[src/ces_pkg.sv]
package ces_pkg;
   // ----------------------------------------
   // Status word layout
   // ----------------------------------------
   localparam int unsigned SR_T_BIT = 15;
   localparam int unsigned SR_S_BIT = 13;
   localparam int unsigned SR_MASK_LSB = 8;
   localparam int unsigned SR_MASK_MSB = 10;
   localparam logic [15:0] SR_WMASK = 16'hA71F;
   localparam logic [15:0] SR_RST_VAL = 16'h2700;
   localparam logic [2:0] NMI_LEVEL = 3'h7;
   localparam logic [2:0] PIN_IDLE = 3'h7;

   // ----------------------------------------
   // Vector numbers
   // ----------------------------------------
   localparam logic [7:0] VEC_RESET = 8'h00;
   localparam logic [7:0] VEC_BUS = 8'h02;
   localparam logic [7:0] VEC_ADDR = 8'h03;
   localparam logic [7:0] VEC_ILLEGAL = 8'h04;
   localparam logic [7:0] VEC_ZDIV = 8'h05;
   localparam logic [7:0] VEC_CHK = 8'h06;
   localparam logic [7:0] VEC_OVERFLOW_CHECK_INSTRUCTION = 8'h07;
   localparam logic [7:0] VEC_TRACE = 8'h09;
   localparam logic [7:0] VEC_LINEA = 8'h0A;
   localparam logic [7:0] VEC_LINEF = 8'h0B;
   localparam logic [7:0] VEC_SPUR = 8'h18;
   localparam logic [7:0] VEC_AUTO = 8'h18;
   localparam logic [7:0] VEC_TRAP = 8'h20;
   localparam int unsigned VEC_SHIFT = 2;
   localparam int unsigned WORD_SHIFT = 1;
   localparam logic [31:0] WORD_BYTES = 32'h0000_0002;
   localparam logic [3:0] FMT_ZERO = 4'h0;

   // ----------------------------------------
   // Opcode patterns
   // ----------------------------------------
   localparam logic [15:0] OP_ILL_A = 16'h4AFA;
   localparam logic [15:0] OP_ILL_B = 16'h4AFB;
   localparam logic [15:0] OP_ILL_C = 16'h4AFC;
   localparam logic [15:0] OP_BREAKPOINT_INSTRUCTION = 16'h4848;
   localparam logic [15:0] OP_BREAKPOINT_INSTRUCTION_MASK = 16'hFFF8;
   localparam logic [3:0] LINE_A = 4'hA;
   localparam logic [3:0] LINE_F = 4'hF;

   // ----------------------------------------
   // Function codes, word counts, registers
   // ----------------------------------------
   localparam logic [2:0] FC_IDLE = 3'h0;
   localparam logic [2:0] FC_SUP_DATA = 3'h5;
   localparam logic [2:0] FC_SUP_PROG = 3'h6;
   localparam logic [2:0] FC_CPU = 3'h7;
   localparam logic [1:0] VEC_LAST = 2'h1;
   localparam logic [1:0] RST_LAST = 2'h3;
   localparam logic [1:0] RST_SSP_WORD = 2'h1;
   localparam logic [1:0] FRAME_LAST = 2'h3;
   localparam logic [1:0] REG_SR = 2'h0;
   localparam logic [1:0] REG_VBP = 2'h1;
   localparam logic [1:0] REG_SSP = 2'h2;
   localparam logic [1:0] REG_STAT = 2'h3;
   localparam logic [1:0] ACK_VEC = 2'h0;
   localparam logic [1:0] ACK_AUTO = 2'h1;
   localparam logic [1:0] ACK_SPUR = 2'h2;

   // ----------------------------------------
   // Carriers
   // ----------------------------------------
   typedef struct packed {
      logic valid;
      logic sw_call;
      logic [3:0] sw_num;
      logic overflow_check_instruction;
      logic overflow;
      logic bounds_check_instruction;
      logic out_of_bounds;
      logic signed_divide_instruction;
      logic unsigned_divide_instruction;
      logic divisor_zero;
      logic [31:0] pc;
   } ces_g2_t;

   typedef struct packed {
      logic req;
      logic we;
      logic [31:0] addr;
      logic [15:0] wdata;
      logic [2:0] fc;
   } ces_mem_t;

   typedef struct packed {
      logic [1:0] kind;
      logic [7:0] vector;
   } ces_ack_t;
endpackage : ces_pkg

[src/ces_irq_detect.sv]
`timescale 1ns/10ps
`default_nettype none
module ces_irq_detect import ces_pkg::*; (
   input wire logic clk,
   input wire logic reset,
   input wire logic clk_en,
   input wire logic [2:0] irq_level_n,
   input wire logic take_nmi,
   output logic [2:0] req_level,
   output logic nmi_pending
);
   logic [2:0] s1_q;
   logic [2:0] s2_q;
   logic [2:0] s3_q;
   logic [2:0] lvl_q;
   logic nmi_q;

   // Level counts only once two stages agree
   wire logic agree = (s2_q == s3_q);
   wire logic [2:0] lvl_d = agree ? ~s3_q : lvl_q;
   wire logic rise7 = (lvl_d == NMI_LEVEL) && (lvl_q != NMI_LEVEL);

   always_ff @(posedge clk or posedge reset) begin
      if (reset) begin
         s1_q <= PIN_IDLE;
         s2_q <= PIN_IDLE;
         s3_q <= PIN_IDLE;
         lvl_q <= 3'h0;
         nmi_q <= 1'b0;
      end else if (clk_en) begin
         s1_q <= irq_level_n;
         s2_q <= s1_q;
         s3_q <= s2_q;
         lvl_q <= lvl_d;
         nmi_q <= rise7 | (nmi_q & ~take_nmi);
      end
   end

   assign req_level = lvl_q;
   assign nmi_pending = nmi_q;
endmodule : ces_irq_detect
`default_nettype wire

[src/ces_ack_unit.sv]
`timescale 1ns/10ps
`default_nettype none
module ces_ack_unit import ces_pkg::*; (
   input wire logic clk,
   input wire logic reset,
   input wire logic clk_en,
   input wire logic start,
   input wire logic breakpoint_instruction,
   input wire logic [2:0] level,
   input wire logic transfer_acknowledge_n,
   input wire logic peripheral_address_valid_n,
   input wire logic autovector_request_n,
   input wire logic bus_error_input_n,
   input wire logic [7:0] ack_data,
   output logic ack_strobe,
   output logic [31:0] ack_addr,
   output logic [2:0] function_code_lines,
   output logic done,
   output ces_ack_t result
);
   logic [3:0] s1_q;
   logic [3:0] s2_q;
   logic [3:0] s3_q;
   logic [3:0] resp_q;
   logic active_q;
   logic done_q;
   logic [31:0] addr_q;
   logic [2:0] fc_q;
   ces_ack_t res_q;

   // Response lines: 3 error, 2 auto, 1 valid address, 0 acknowledge
   wire logic [3:0] pins_n = {bus_error_input_n, autovector_request_n,
      peripheral_address_valid_n, transfer_acknowledge_n};
   wire logic [3:0] resp_d = (s2_q == s3_q) ? ~s3_q : resp_q;
   wire logic hit = active_q && (resp_q != 4'h0);
   wire logic [1:0] kind_d = resp_q[3] ? ACK_SPUR :
      (resp_q[2] | resp_q[1]) ? ACK_AUTO : ACK_VEC;
   wire logic [31:0] lvl_addr = 32'({level, 1'b0});

   always_ff @(posedge clk or posedge reset) begin
      if (reset) begin
         s1_q <= 4'hF;
         s2_q <= 4'hF;
         s3_q <= 4'hF;
         resp_q <= 4'h0;
         active_q <= 1'b0;
         done_q <= 1'b0;
         addr_q <= 32'h0000_0000;
         fc_q <= FC_IDLE;
         res_q <= '0;
      end else if (clk_en) begin
         s1_q <= pins_n;
         s2_q <= s1_q;
         s3_q <= s2_q;
         resp_q <= resp_d;
         done_q <= hit;
         if (start) begin
            active_q <= 1'b1;
            fc_q <= FC_CPU;
            addr_q <= breakpoint_instruction ? 32'h0000_0000 : lvl_addr;
         end else if (hit) begin
            active_q <= 1'b0;
            fc_q <= FC_IDLE;
            addr_q <= 32'h0000_0000;
            res_q.kind <= kind_d;
            res_q.vector <= ack_data;
         end
      end
   end

   assign ack_strobe = active_q;
   assign ack_addr = addr_q;
   assign function_code_lines = fc_q;
   assign done = done_q;
   assign result = res_q;
endmodule : ces_ack_unit
`default_nettype wire

[src/ces_sequencer.sv]
`timescale 1ns/10ps
`default_nettype none
module ces_sequencer import ces_pkg::*; #(
   parameter bit HAS_VBR = 1'b1,
   parameter bit HAS_FMT = 1'b1,
   parameter bit HAS_BREAKPOINT_INSTRUCTION = 1'b1,
   parameter int unsigned RST_OUT_CYCLES = 16
) (
   input wire logic clk,
   input wire logic reset,
   input wire logic clk_en,
   input wire logic boundary,
   input wire logic [31:0] boundary_pc,
   input wire logic [15:0] boundary_op,
   input wire logic boundary_op_legal,
   input wire logic trace_done,
   input wire ces_g2_t g2_event,
   input wire logic addr_fault,
   input wire logic bus_fault,
   input wire logic [31:0] fault_pc,
   input wire logic reset_instr,
   output logic busy,
   output logic abort,
   output logic pc_load,
   output logic [31:0] new_pc,
   output logic [15:0] status_reg,
   output logic [31:0] stack_ptr,
   output logic peripheral_reset_out,
   output ces_mem_t mem_cmd,
   input wire logic mem_done,
   input wire logic [15:0] mem_rdata,
   input wire logic [2:0] irq_level_n,
   input wire logic transfer_acknowledge_n,
   input wire logic peripheral_address_valid_n,
   input wire logic autovector_request_n,
   input wire logic bus_error_input_n,
   input wire logic [7:0] ack_data,
   output logic ack_strobe,
   output logic [31:0] ack_addr,
   output logic [2:0] function_code_lines,
   input wire logic [1:0] reg_addr,
   input wire logic [31:0] reg_wdata,
   input wire logic reg_wr,
   input wire logic reg_rd,
   output logic [31:0] reg_rdata
);
   localparam int unsigned CW = $clog2(RST_OUT_CYCLES + 1);
   localparam logic [CW-1:0] RST_LOAD = CW'(RST_OUT_CYCLES);

   typedef enum logic [5:0] {
      ST_IDLE = 6'h01,
      ST_IACK = 6'h02,
      ST_BREAKPOINT_INSTRUCTION = 6'h04,
      ST_PUSH = 6'h08,
      ST_VEC = 6'h10,
      ST_LOAD = 6'h20
   } ces_state_t;

   ces_state_t state_q, state_d;
   logic [15:0] sr_q, sr_d;
   logic [15:0] sr_copy_q, sr_copy_d;
   logic [31:0] ssp_q, ssp_d;
   logic [31:0] vbp_q, vbp_d;
   logic [7:0] vec_q, vec_d;
   logic [31:0] pc_save_q, pc_save_d;
   logic [1:0] word_q, word_d;
   logic [31:0] fetch_q, fetch_d;
   logic rst_q, rst_d;
   logic chain_q, chain_d;
   logic [31:0] chain_pc_q, chain_pc_d;
   logic trace_pend_q, trace_pend_d;
   logic [CW-1:0] rcnt_q, rcnt_d;
   logic prst_q;
   logic [31:0] rdata_q;
   logic ack_start;
   logic ack_breakpoint_instruction;
   logic take_nmi;
   logic take_trace;
   logic [2:0] req_level;
   logic [2:0] irq_lvl;
   logic nmi_pending;
   logic ack_done;
   ces_ack_t ack_res;

   // ----------------------------------------
   // Helpers
   // ----------------------------------------
   ces_irq_detect u_irq (
      .clk(clk),
      .reset(reset),
      .clk_en(clk_en),
      .irq_level_n(irq_level_n),
      .take_nmi(take_nmi),
      .req_level(req_level),
      .nmi_pending(nmi_pending)
   );

   ces_ack_unit u_ack (
      .clk(clk),
      .reset(reset),
      .clk_en(clk_en),
      .start(ack_start),
      .breakpoint_instruction(ack_breakpoint_instruction),
      .level(irq_lvl),
      .transfer_acknowledge_n(transfer_acknowledge_n),
      .peripheral_address_valid_n(peripheral_address_valid_n),
      .autovector_request_n(autovector_request_n),
      .bus_error_input_n(bus_error_input_n),
      .ack_data(ack_data),
      .ack_strobe(ack_strobe),
      .ack_addr(ack_addr),
      .function_code_lines(function_code_lines),
      .done(ack_done),
      .result(ack_res)
   );

   // ----------------------------------------
   // Decode
   // ----------------------------------------
   wire logic idle = (state_q == ST_IDLE);
   wire logic g0 = addr_fault | bus_fault;
   wire logic at_bound = idle && (boundary || chain_q);
   wire logic [31:0] bpc = chain_q ? chain_pc_q : boundary_pc;
   wire logic [2:0] mask = sr_q[SR_MASK_MSB:SR_MASK_LSB];
   wire logic irq_take = (req_level > mask) || nmi_pending;
   assign irq_lvl = nmi_pending ? NMI_LEVEL : req_level;
   wire logic g2_trap = g2_event.valid && (g2_event.sw_call
      || (g2_event.overflow_check_instruction && g2_event.overflow)
      || (g2_event.bounds_check_instruction && g2_event.out_of_bounds)
      || ((g2_event.signed_divide_instruction
      || g2_event.unsigned_divide_instruction) && g2_event.divisor_zero));
   wire logic [7:0] g2_vec = g2_event.sw_call ? (VEC_TRAP + {4'h0, g2_event.sw_num}) :
      (g2_event.overflow_check_instruction && g2_event.overflow) ? VEC_OVERFLOW_CHECK_INSTRUCTION :
      (g2_event.bounds_check_instruction && g2_event.out_of_bounds) ? VEC_CHK :
      VEC_ZDIV;
   wire logic op_breakpoint_instruction = HAS_BREAKPOINT_INSTRUCTION && ((boundary_op & OP_BREAKPOINT_INSTRUCTION_MASK) == OP_BREAKPOINT_INSTRUCTION);
   wire logic op_linea = (boundary_op[15:12] == LINE_A);
   wire logic op_linef = (boundary_op[15:12] == LINE_F);
   wire logic op_fixed = (boundary_op == OP_ILL_A) || (boundary_op == OP_ILL_B)
      || (boundary_op == OP_ILL_C);
   wire logic op_bad = !chain_q && (op_breakpoint_instruction || op_linea || op_linef || op_fixed
      || !boundary_op_legal);
   wire logic [7:0] op_vec = op_linea ? VEC_LINEA : op_linef ? VEC_LINEF : VEC_ILLEGAL;
   wire logic [1:0] slot = HAS_FMT ? word_q : (word_q + 2'h1);
   wire logic [31:0] vec_addr = vbp_q + (32'(vec_q) << VEC_SHIFT)
      + (32'(word_q) << WORD_SHIFT);
   wire logic [1:0] fetch_last = rst_q ? RST_LAST : VEC_LAST;
   wire logic [15:0] sr_entry = (sr_q | (16'h0001 << SR_S_BIT))
      & ~(16'h0001 << SR_T_BIT);

   logic [15:0] frame_word;
   always_comb begin
      case (slot)
         2'h0: frame_word = {FMT_ZERO, 12'({4'h0, vec_q}) << VEC_SHIFT};
         2'h1: frame_word = pc_save_q[15:0];
         2'h2: frame_word = pc_save_q[31:16];
         default: frame_word = sr_copy_q;
      endcase
   end

   // ----------------------------------------
   // Sequencer
   // ----------------------------------------
   always_comb begin
      state_d = state_q;
      sr_d = sr_q;
      sr_copy_d = sr_copy_q;
      ssp_d = ssp_q;
      vbp_d = vbp_q;
      vec_d = vec_q;
      pc_save_d = pc_save_q;
      word_d = word_q;
      fetch_d = fetch_q;
      rst_d = rst_q;
      chain_d = chain_q;
      chain_pc_d = chain_pc_q;
      ack_start = 1'b0;
      ack_breakpoint_instruction = 1'b0;
      take_nmi = 1'b0;
      take_trace = 1'b0;
      if (reg_wr && reg_addr == REG_SR) begin
         sr_d = reg_wdata[15:0] & SR_WMASK;
      end else if (reg_wr && reg_addr == REG_SSP) begin
         ssp_d = reg_wdata;
      end else if (reg_wr && reg_addr == REG_VBP && HAS_VBR) begin
         vbp_d = reg_wdata;
      end
      case (state_q)
         ST_IDLE: begin
            chain_d = 1'b0;
            if (g2_trap) begin
               sr_copy_d = sr_q;
               sr_d = sr_entry;
               vec_d = g2_vec;
               pc_save_d = g2_event.pc;
               word_d = 2'h0;
               state_d = ST_PUSH;
            end else if (at_bound && trace_pend_q) begin
               take_trace = 1'b1;
               sr_copy_d = sr_q;
               sr_d = sr_entry;
               vec_d = VEC_TRACE;
               pc_save_d = bpc;
               word_d = 2'h0;
               state_d = ST_PUSH;
            end else if (at_bound && irq_take) begin
               take_nmi = nmi_pending;
               sr_copy_d = sr_q;
               sr_d = sr_entry;
               sr_d[SR_MASK_MSB:SR_MASK_LSB] = irq_lvl;
               pc_save_d = bpc;
               ack_start = 1'b1;
               state_d = ST_IACK;
            end else if (at_bound && op_bad) begin
               sr_copy_d = sr_q;
               sr_d = sr_entry;
               vec_d = op_vec;
               pc_save_d = bpc;
               word_d = 2'h0;
               ack_start = op_breakpoint_instruction;
               ack_breakpoint_instruction = op_breakpoint_instruction;
               state_d = op_breakpoint_instruction ? ST_BREAKPOINT_INSTRUCTION : ST_PUSH;
            end
         end
         ST_IACK: begin
            if (ack_done) begin
               if (ack_res.kind == ACK_SPUR) begin
                  vec_d = VEC_SPUR;
               end else if (ack_res.kind == ACK_AUTO) begin
                  vec_d = VEC_AUTO + {5'h00, mask};
               end else begin
                  vec_d = ack_res.vector;
               end
               word_d = 2'h0;
               state_d = ST_PUSH;
            end
         end
         ST_BREAKPOINT_INSTRUCTION: begin
            if (ack_done) begin
               state_d = ST_PUSH;
            end
         end
         ST_PUSH: begin
            if (mem_done) begin
               ssp_d = ssp_q - WORD_BYTES;
               word_d = word_q + 2'h1;
               if (slot == FRAME_LAST) begin
                  word_d = 2'h0;
                  state_d = ST_VEC;
               end
            end
         end
         ST_VEC: begin
            if (mem_done) begin
               fetch_d = {fetch_q[15:0], mem_rdata};
               word_d = word_q + 2'h1;
               // Stack pointer from first two words
               if (rst_q && word_q == RST_SSP_WORD) begin
                  ssp_d = {fetch_q[15:0], mem_rdata};
               end
               if (word_q == fetch_last) begin
                  word_d = 2'h0;
                  state_d = ST_LOAD;
               end
            end
         end
         ST_LOAD: begin
            rst_d = 1'b0;
            chain_d = 1'b1;
            chain_pc_d = fetch_q;
            state_d = ST_IDLE;
         end
         default: begin
            state_d = ST_IDLE;
         end
      endcase
      if (g0) begin
         sr_copy_d = sr_q;
         sr_d = sr_entry;
         vec_d = addr_fault ? VEC_ADDR : VEC_BUS;
         pc_save_d = fault_pc;
         word_d = 2'h0;
         rst_d = 1'b0;
         chain_d = 1'b0;
         state_d = ST_PUSH;
      end
   end

   // Fault clear wins over the set; set wins over the take_trace clear
   assign trace_pend_d = !g0 && ((trace_pend_q && !take_trace) || trace_done);
   // Reset instruction only stretches the pin
   assign rcnt_d = reset_instr ? RST_LOAD :
      (rcnt_q != '0) ? (rcnt_q - CW'(1)) : rcnt_q;

   // ----------------------------------------
   // State registers
   // ----------------------------------------
   always_ff @(posedge clk or posedge reset) begin
      if (reset) begin
         // Straight to vector fetch, no frame
         state_q <= ST_VEC;
         rst_q <= 1'b1;
         sr_q <= SR_RST_VAL;
         vbp_q <= 32'h0000_0000;
         vec_q <= VEC_RESET;
         sr_copy_q <= 16'h0000;
         ssp_q <= 32'h0000_0000;
         pc_save_q <= 32'h0000_0000;
         word_q <= 2'h0;
         fetch_q <= 32'h0000_0000;
         chain_q <= 1'b0;
         chain_pc_q <= 32'h0000_0000;
         trace_pend_q <= 1'b0;
         rcnt_q <= '0;
         prst_q <= 1'b0;
      end else if (clk_en) begin
         state_q <= state_d;
         rst_q <= rst_d;
         sr_q <= sr_d;
         vbp_q <= vbp_d;
         vec_q <= vec_d;
         sr_copy_q <= sr_copy_d;
         ssp_q <= ssp_d;
         pc_save_q <= pc_save_d;
         word_q <= word_d;
         fetch_q <= fetch_d;
         chain_q <= chain_d;
         chain_pc_q <= chain_pc_d;
         trace_pend_q <= trace_pend_d;
         rcnt_q <= rcnt_d;
         prst_q <= (rcnt_d != '0);
      end
   end

   // ----------------------------------------
   // Register port
   // ----------------------------------------
   wire logic [31:0] stat_word = {15'h0000, rst_q, state_q, trace_pend_q,
      nmi_pending, vec_q};
   wire logic [31:0] rd_mux = (reg_addr == REG_SR) ? {16'h0000, sr_q} :
      (reg_addr == REG_VBP) ? vbp_q :
      (reg_addr == REG_SSP) ? ssp_q : stat_word;

   always_ff @(posedge clk or posedge reset) begin
      if (reset) begin
         rdata_q <= 32'h0000_0000;
      end else if (clk_en) begin
         rdata_q <= reg_rd ? rd_mux : 32'h0000_0000;
      end
   end

   // ----------------------------------------
   // Outputs
   // ----------------------------------------
   // Vector read at base plus number times four
   assign mem_cmd.req = (state_q == ST_PUSH) || (state_q == ST_VEC);
   assign mem_cmd.we = (state_q == ST_PUSH);
   assign mem_cmd.addr = (state_q == ST_PUSH) ? (ssp_q - WORD_BYTES) : vec_addr;
   assign mem_cmd.wdata = (state_q == ST_PUSH) ? frame_word : 16'h0000;
   assign mem_cmd.fc = (state_q == ST_PUSH) ? FC_SUP_DATA : FC_SUP_PROG;
   assign busy = !idle || g2_trap || (at_bound && (trace_pend_q || irq_take || op_bad));
   assign abort = g0;
   assign pc_load = (state_q == ST_LOAD);
   assign new_pc = fetch_q;
   assign status_reg = sr_q;
   assign stack_ptr = ssp_q;
   assign peripheral_reset_out = prst_q;
   assign reg_rdata = rdata_q;
endmodule : ces_sequencer
`default_nettype wire

[config.mk]
export PLATFORM = sky130hd
export DESIGN_NAME = ces_sequencer
export DESIGN_NICKNAME = d
export VERILOG_FILES = /design/src/ces_pkg.sv /design/src/ces_irq_detect.sv /design/src/ces_ack_unit.sv /design/src/ces_sequencer.sv
export SDC_FILE = /design/constraint.sdc
export NUM_CORES = 1
export LEC_CHECK = 0
export ABC_AREA = 1
export ABC_CLOCK_PERIOD_IN_PS = 8570
export BUFFER_PORTS_ARGS = -buffer_cell sky130_fd_sc_hd__buf_4
export CELL_PAD_IN_SITES_DETAIL_PLACEMENT = 0
export CELL_PAD_IN_SITES_GLOBAL_PLACEMENT = 2
export CORE_MARGIN = 2
export CORE_UTILIZATION = 28
export CTS_BUF_LIST = sky130_fd_sc_hd__clkbuf_8
export DETAILED_ROUTE_END_ITERATION = 12
export GPL_TIMING_DRIVEN = 0
export PLACE_DENSITY_LB_ADDON = 0.1
export SYNTH_ARGS = -nofsm -noshare
export SYNTH_HDL_FRONTEND = slang
export SYNTH_SLANG_ARGS = --single-unit
[constraint.sdc]
create_clock -name clk -period 8.57 [get_ports clk]
set_input_delay 1.2855 -clock clk [delete_from_list [all_inputs] [get_ports clk]]
set_output_delay 1.2855 -clock clk [all_outputs]
set_load 0.01 [all_outputs]
After elaboration in Yosys (flattened, before gate mapping)
Cells that the tools add are included.

Bits in registers: 325. Logic and storage cells: 264.

$add $sub $neg: 7. Magnitude comparators: 1. Equality and inequality tests: 38. Multiplexer cells: 106. Bitwise operators: 11. Reductions and logical operators: 68.

Operator list (count): $mux 32 (19); $mux 16 (14); $mux 8 (8); $pmux 32 s2 (1); $mux 6 (10); $eq 16x15->1 const B (3); $pmux 16 s3 (1); $add 32x10->32 (1); $add 32x3->32 (1); $sub 32x2->32 const B (1); $mux 2 (15); $pmux 6 s4 (1); $mux 1 (23); $reduce_bool 5->1 (4); $logic_and 1x1->1 (18); $logic_or 1x1->1 (18); $mux 4 (4); $pmux 8 s2 (1); $reduce_and 7->1 (2); $eq 13x12->1 const B (1); $mux 3 (4); $ne 3x3->1 const B (4); $mux 5 (2); $reduce_and 2->1 (5); 42 further kinds (70).

Depth between registers and ports, before layout
Depth in word-level cells: 14. Mapped depth: 16.

Modules after synthesis
A second synthesis with hierarchy kept.

Cell total of the unflattened synthesis: 2572. Area total of the unflattened synthesis: 18012.3 um^2.

By module, submodules not included: ces_sequencer (instances 1, cells an instance 2313, area each 15815.2 um^2, sequential area each 6238.5 um^2); ces_ack_unit (instances 1, cells an instance 184, area each 1585.3 um^2, sequential area each 790.8 um^2); ces_irq_detect (instances 1, cells an instance 75, area each 611.8 um^2, sequential area each 336.6 um^2).

Worst setup path before layout
OpenSTA, ideal clock, no wires.

Kind: reg2out. Start point: register vbp_q[2]. End point: output port mem_cmd[45] (netlist name). Data arrival time: 2574 ps. Data required time: 7285 ps. Path slack: 4710 ps. Cell stages (with the launch flop): 11. Buffers on the path: 0. Cell sequence: dfrtp_1 -> fa_1 -> ha_1 -> fa_1 -> nand3_1 -> nand2_1 -> a21boi_0 -> o21ai_1 -> nand2_1 -> o21ai_0 -> o21ai_0.

RTL lines: start, declared (RTL line ces_sequencer.sv:63) `logic [31:0] vbp_q, vbp_d;`; start signal, assigned (RTL line ces_sequencer.sv:320) `vbp_q <= vbp_d;`; end, declared (RTL line ces_sequencer.sv:29) `output ces_mem_t mem_cmd,`.

==> flow_summary.toml <==
[final_layout]
nets = 3134
fillers = 6905
area_growth_pct = 30.3
regArea_um2 = 7370
final_area_um2 = 23000
finish.utilization_pct = 36.7
multi_input_area_um2 = 8750
drive_gt1_share_pct = 20.3

[logic_synthesis]
async_reset_ff_share_pct = 100
synth_xor_area_share_pct = 1.89
synth-edff-count = 0
synth.top_cell.area_share_pct = 37.7
synth.area.mux_share_pct = 0.0638
synth_top_area_cell = "dfrtp_1"
synthFlopType = "dfrtp_1"
syn_avg_cell_area_um2 = 7.24
synth-simple-area-share_pct = 25.8
synth_common_cells = "nand2_1, o21ai_0, dfrtp_1"
synthesis.area_um2 = 17600
synth-compound-area-share_pct = 19.1
netlist_instances = 2436
synthAdderAreaFrac_pct = 2.07
ys_seq_elements = 293
yosysMostFrequentCell = "nand2_1"
yosysWarnings = 0
ys_types = 55
synth_top_family_by_area = "simple AND/OR/NAND/NOR gates"
synth_seq_area_share_pct = 41.8
synth.area.top_cells = "dfrtp_1, nand2_1, o21ai_0, inv_1, dfstp_2"

[pwr]
vdd_drop_max_mv = 0.154
p_per_area_nw_per_um2 = 259
p_total_mw = 5.95
leakagePower_nw = 11.3

[clocking]
post_cts_buffers = 0
clk_pin_slew_ns = 0.06
clock_sinks = 293
cts_root_buf = "clkbuf_8"
holdBufCountCts = 0
post_cts_resized = 0
clock_path_buffers = 3
numCtsBuffers = 56
ctsHtreeMaxLevel = 2
cts_tree = "done"
clock_latency_ns = 0.71

[detailed_routing]
ant_nets = 0
first_pass_iters = 6
avgViaCountPerCell = 5.09
drc = 0
drt_wl_total_um = 94600
routedWlPerCell_um = 24.9
dr_total_vias = 19335
dr.first_iter.drc_count = 1859

[worst_setup_path]
slowest_delay_ns = 0.55
arrival_ns = 4.05
crit_path_end_kind = "primary output"
critPathSlowestCell = "dfrtp_1"
critPathKind = "reg -> out"
r2r-start = "stack_ptr[1]"
start_kind = "flip-flop"
crit_chain = "fa_1 -> ha_1 -> fa_1 -> nand3_1 -> nand2_1 -> a21boi_0 -> o21ai_1 -> nand2_1 -> o21ai_0 -> o21ai_0 -> buf_4"
endpoint = "mem_cmd[45]"
rr_worst_depth = 10
reg2reg_slack_ns = 5.32
worstSetupStartpoint = "slot[1]"
path_max_fanout = 6
worst_r2r_endpoint = "stack_ptr[27]"
crit_required_ns = 7.28

[place]
place.gp.congestion = 0.929
dpl_cell_area_um2 = 21800
io_buffers = 373
dp_hpwl_um = 77400

[floorplan]
rows = 92
dieArea_um2 = 65000
die_x_um = 255
start_util_pct = 28.2
ios = 407
die_h_um = 255
core_area_um2 = 62600

[global_routing]
antenna_found_initial = 6
grt_max_degree = 38
grt-ovfl-total = 0
grt_pass1_wl_um = 133000
grt_use_total_pct = 28.6
grt_pass1_vias = 18807

[timing]
hold_violations = 0
grt_setup_unrepaired = "false"
drv_slew = 0
min_period_ns = 5.34
skew_ns = 0.0633
fin_crit_sh_pct = 62.3
clock.fmax_mhz = 187
max-slew-margin-rel_pct = 27.5
setup_viol = 0
worst_pin_slew_ns = 1.09
fin_tns_setup_ns = 0

[worst_hold_path]
min_from = "u_irq.s1_q[1]"
hold_path.class = "reg -> reg"

[outcome]
outcome = "complete, no violations"

[run]
drv_cap = 0
[final cells by class]
cell class	count	share of cell area, %
timing repair buffer	382	13.0
tap	846	4.61
sequential	293	32.0
buffer	157	3.38
inverter	226	3.71
multi-input combinational	1788	38.1
clock buffer	71	4.25
clock inverter	33	0.947
antenna	2	0.0218
[routing by layer]
layer  share of wire, %  vias to the layer above  track usage, %
li1                   -                     8948               -
met1                 47                     9557            42.2
met2                 45                      729            44.8
met3                5.9                       99            3.04
met4                2.1                        2            6.53
met5              0.014                        -               0
[critical path: cells and delay by family (launching register included)]
kind / cells / cell delay [ns]
compound gates: 4 / 1.04
fa+ha+maj: 3 / 1.14
buf+inv: 1 / 0.17
flops: 1 / 0.55
simple gates: 3 / 0.47
[layout by cell type (no fill, tap or decap), types with 14 or more instances in the layout]
master and n:
nand4_1 28, o21ai_0 274, xor2_1 34, conb_1 30, inv_1 243, a22o_1 16, ha_1 26, nand2_1 688
o211ai_1 52, o21ai_1 31, clkbuf_8 71, nand3_1 141, dfstp_2 27, a31oi_1 14, dfrtp_1 266, o22ai_1 25
or2_2 36, o311ai_0 14, nor2_1 176, buf_2 15, a21oi_1 128, clkbuf_1 93, buf_4 408
[logic make-up (layout without fill, tap and decap cells)]
group / after synthesis / in the layout
AOI/OAI and AO/OA: 592 / 592
xor gates and xnor gates: 38 / 38
adders and majority gates: 28 / 28
buffers and inverters: 383 / 869
DFF: 293 / 293
muxes: 1 / 1
other: 2 / 32
and+or+nand+nor: 1099 / 1099
[stage by stage]
step	setup slack (ns)	std cells	hold WS, ns
floorplan	3.42	2464	0.441
finish	3.23	3798	0.461
global placement	1.11	3683	0.452
global route	3.07	3798	0.483
CTS	3.21	3796	0.465
detailed placement	3.93	3692	0.455
[report_power, final]
part           switching, mW  internal [mW]  leakage [nW]
clock                  0.698          0.810         0.705
combinational           1.42          0.857          6.99
sequential             0.437           1.73          3.61
total                   2.56           3.39          11.3
[worst min-delay path by stage]
stage / endpoint / slack (ns) / cells past startpoint
finish: u_irq.s1_q[1] / 0.46 / 2
detailed placement: u_irq.s1_q[1] / 0.46 / 2
CTS: u_irq.s1_q[1] / 0.46 / 2
global placement: u_irq.s1_q[2] / 0.45 / 2
floorplan: u_ack.result[6] / 0.44 / 2
global route: u_irq.s1_q[0] / 0.48 / 2
Power figures use the tool's default switching activity.
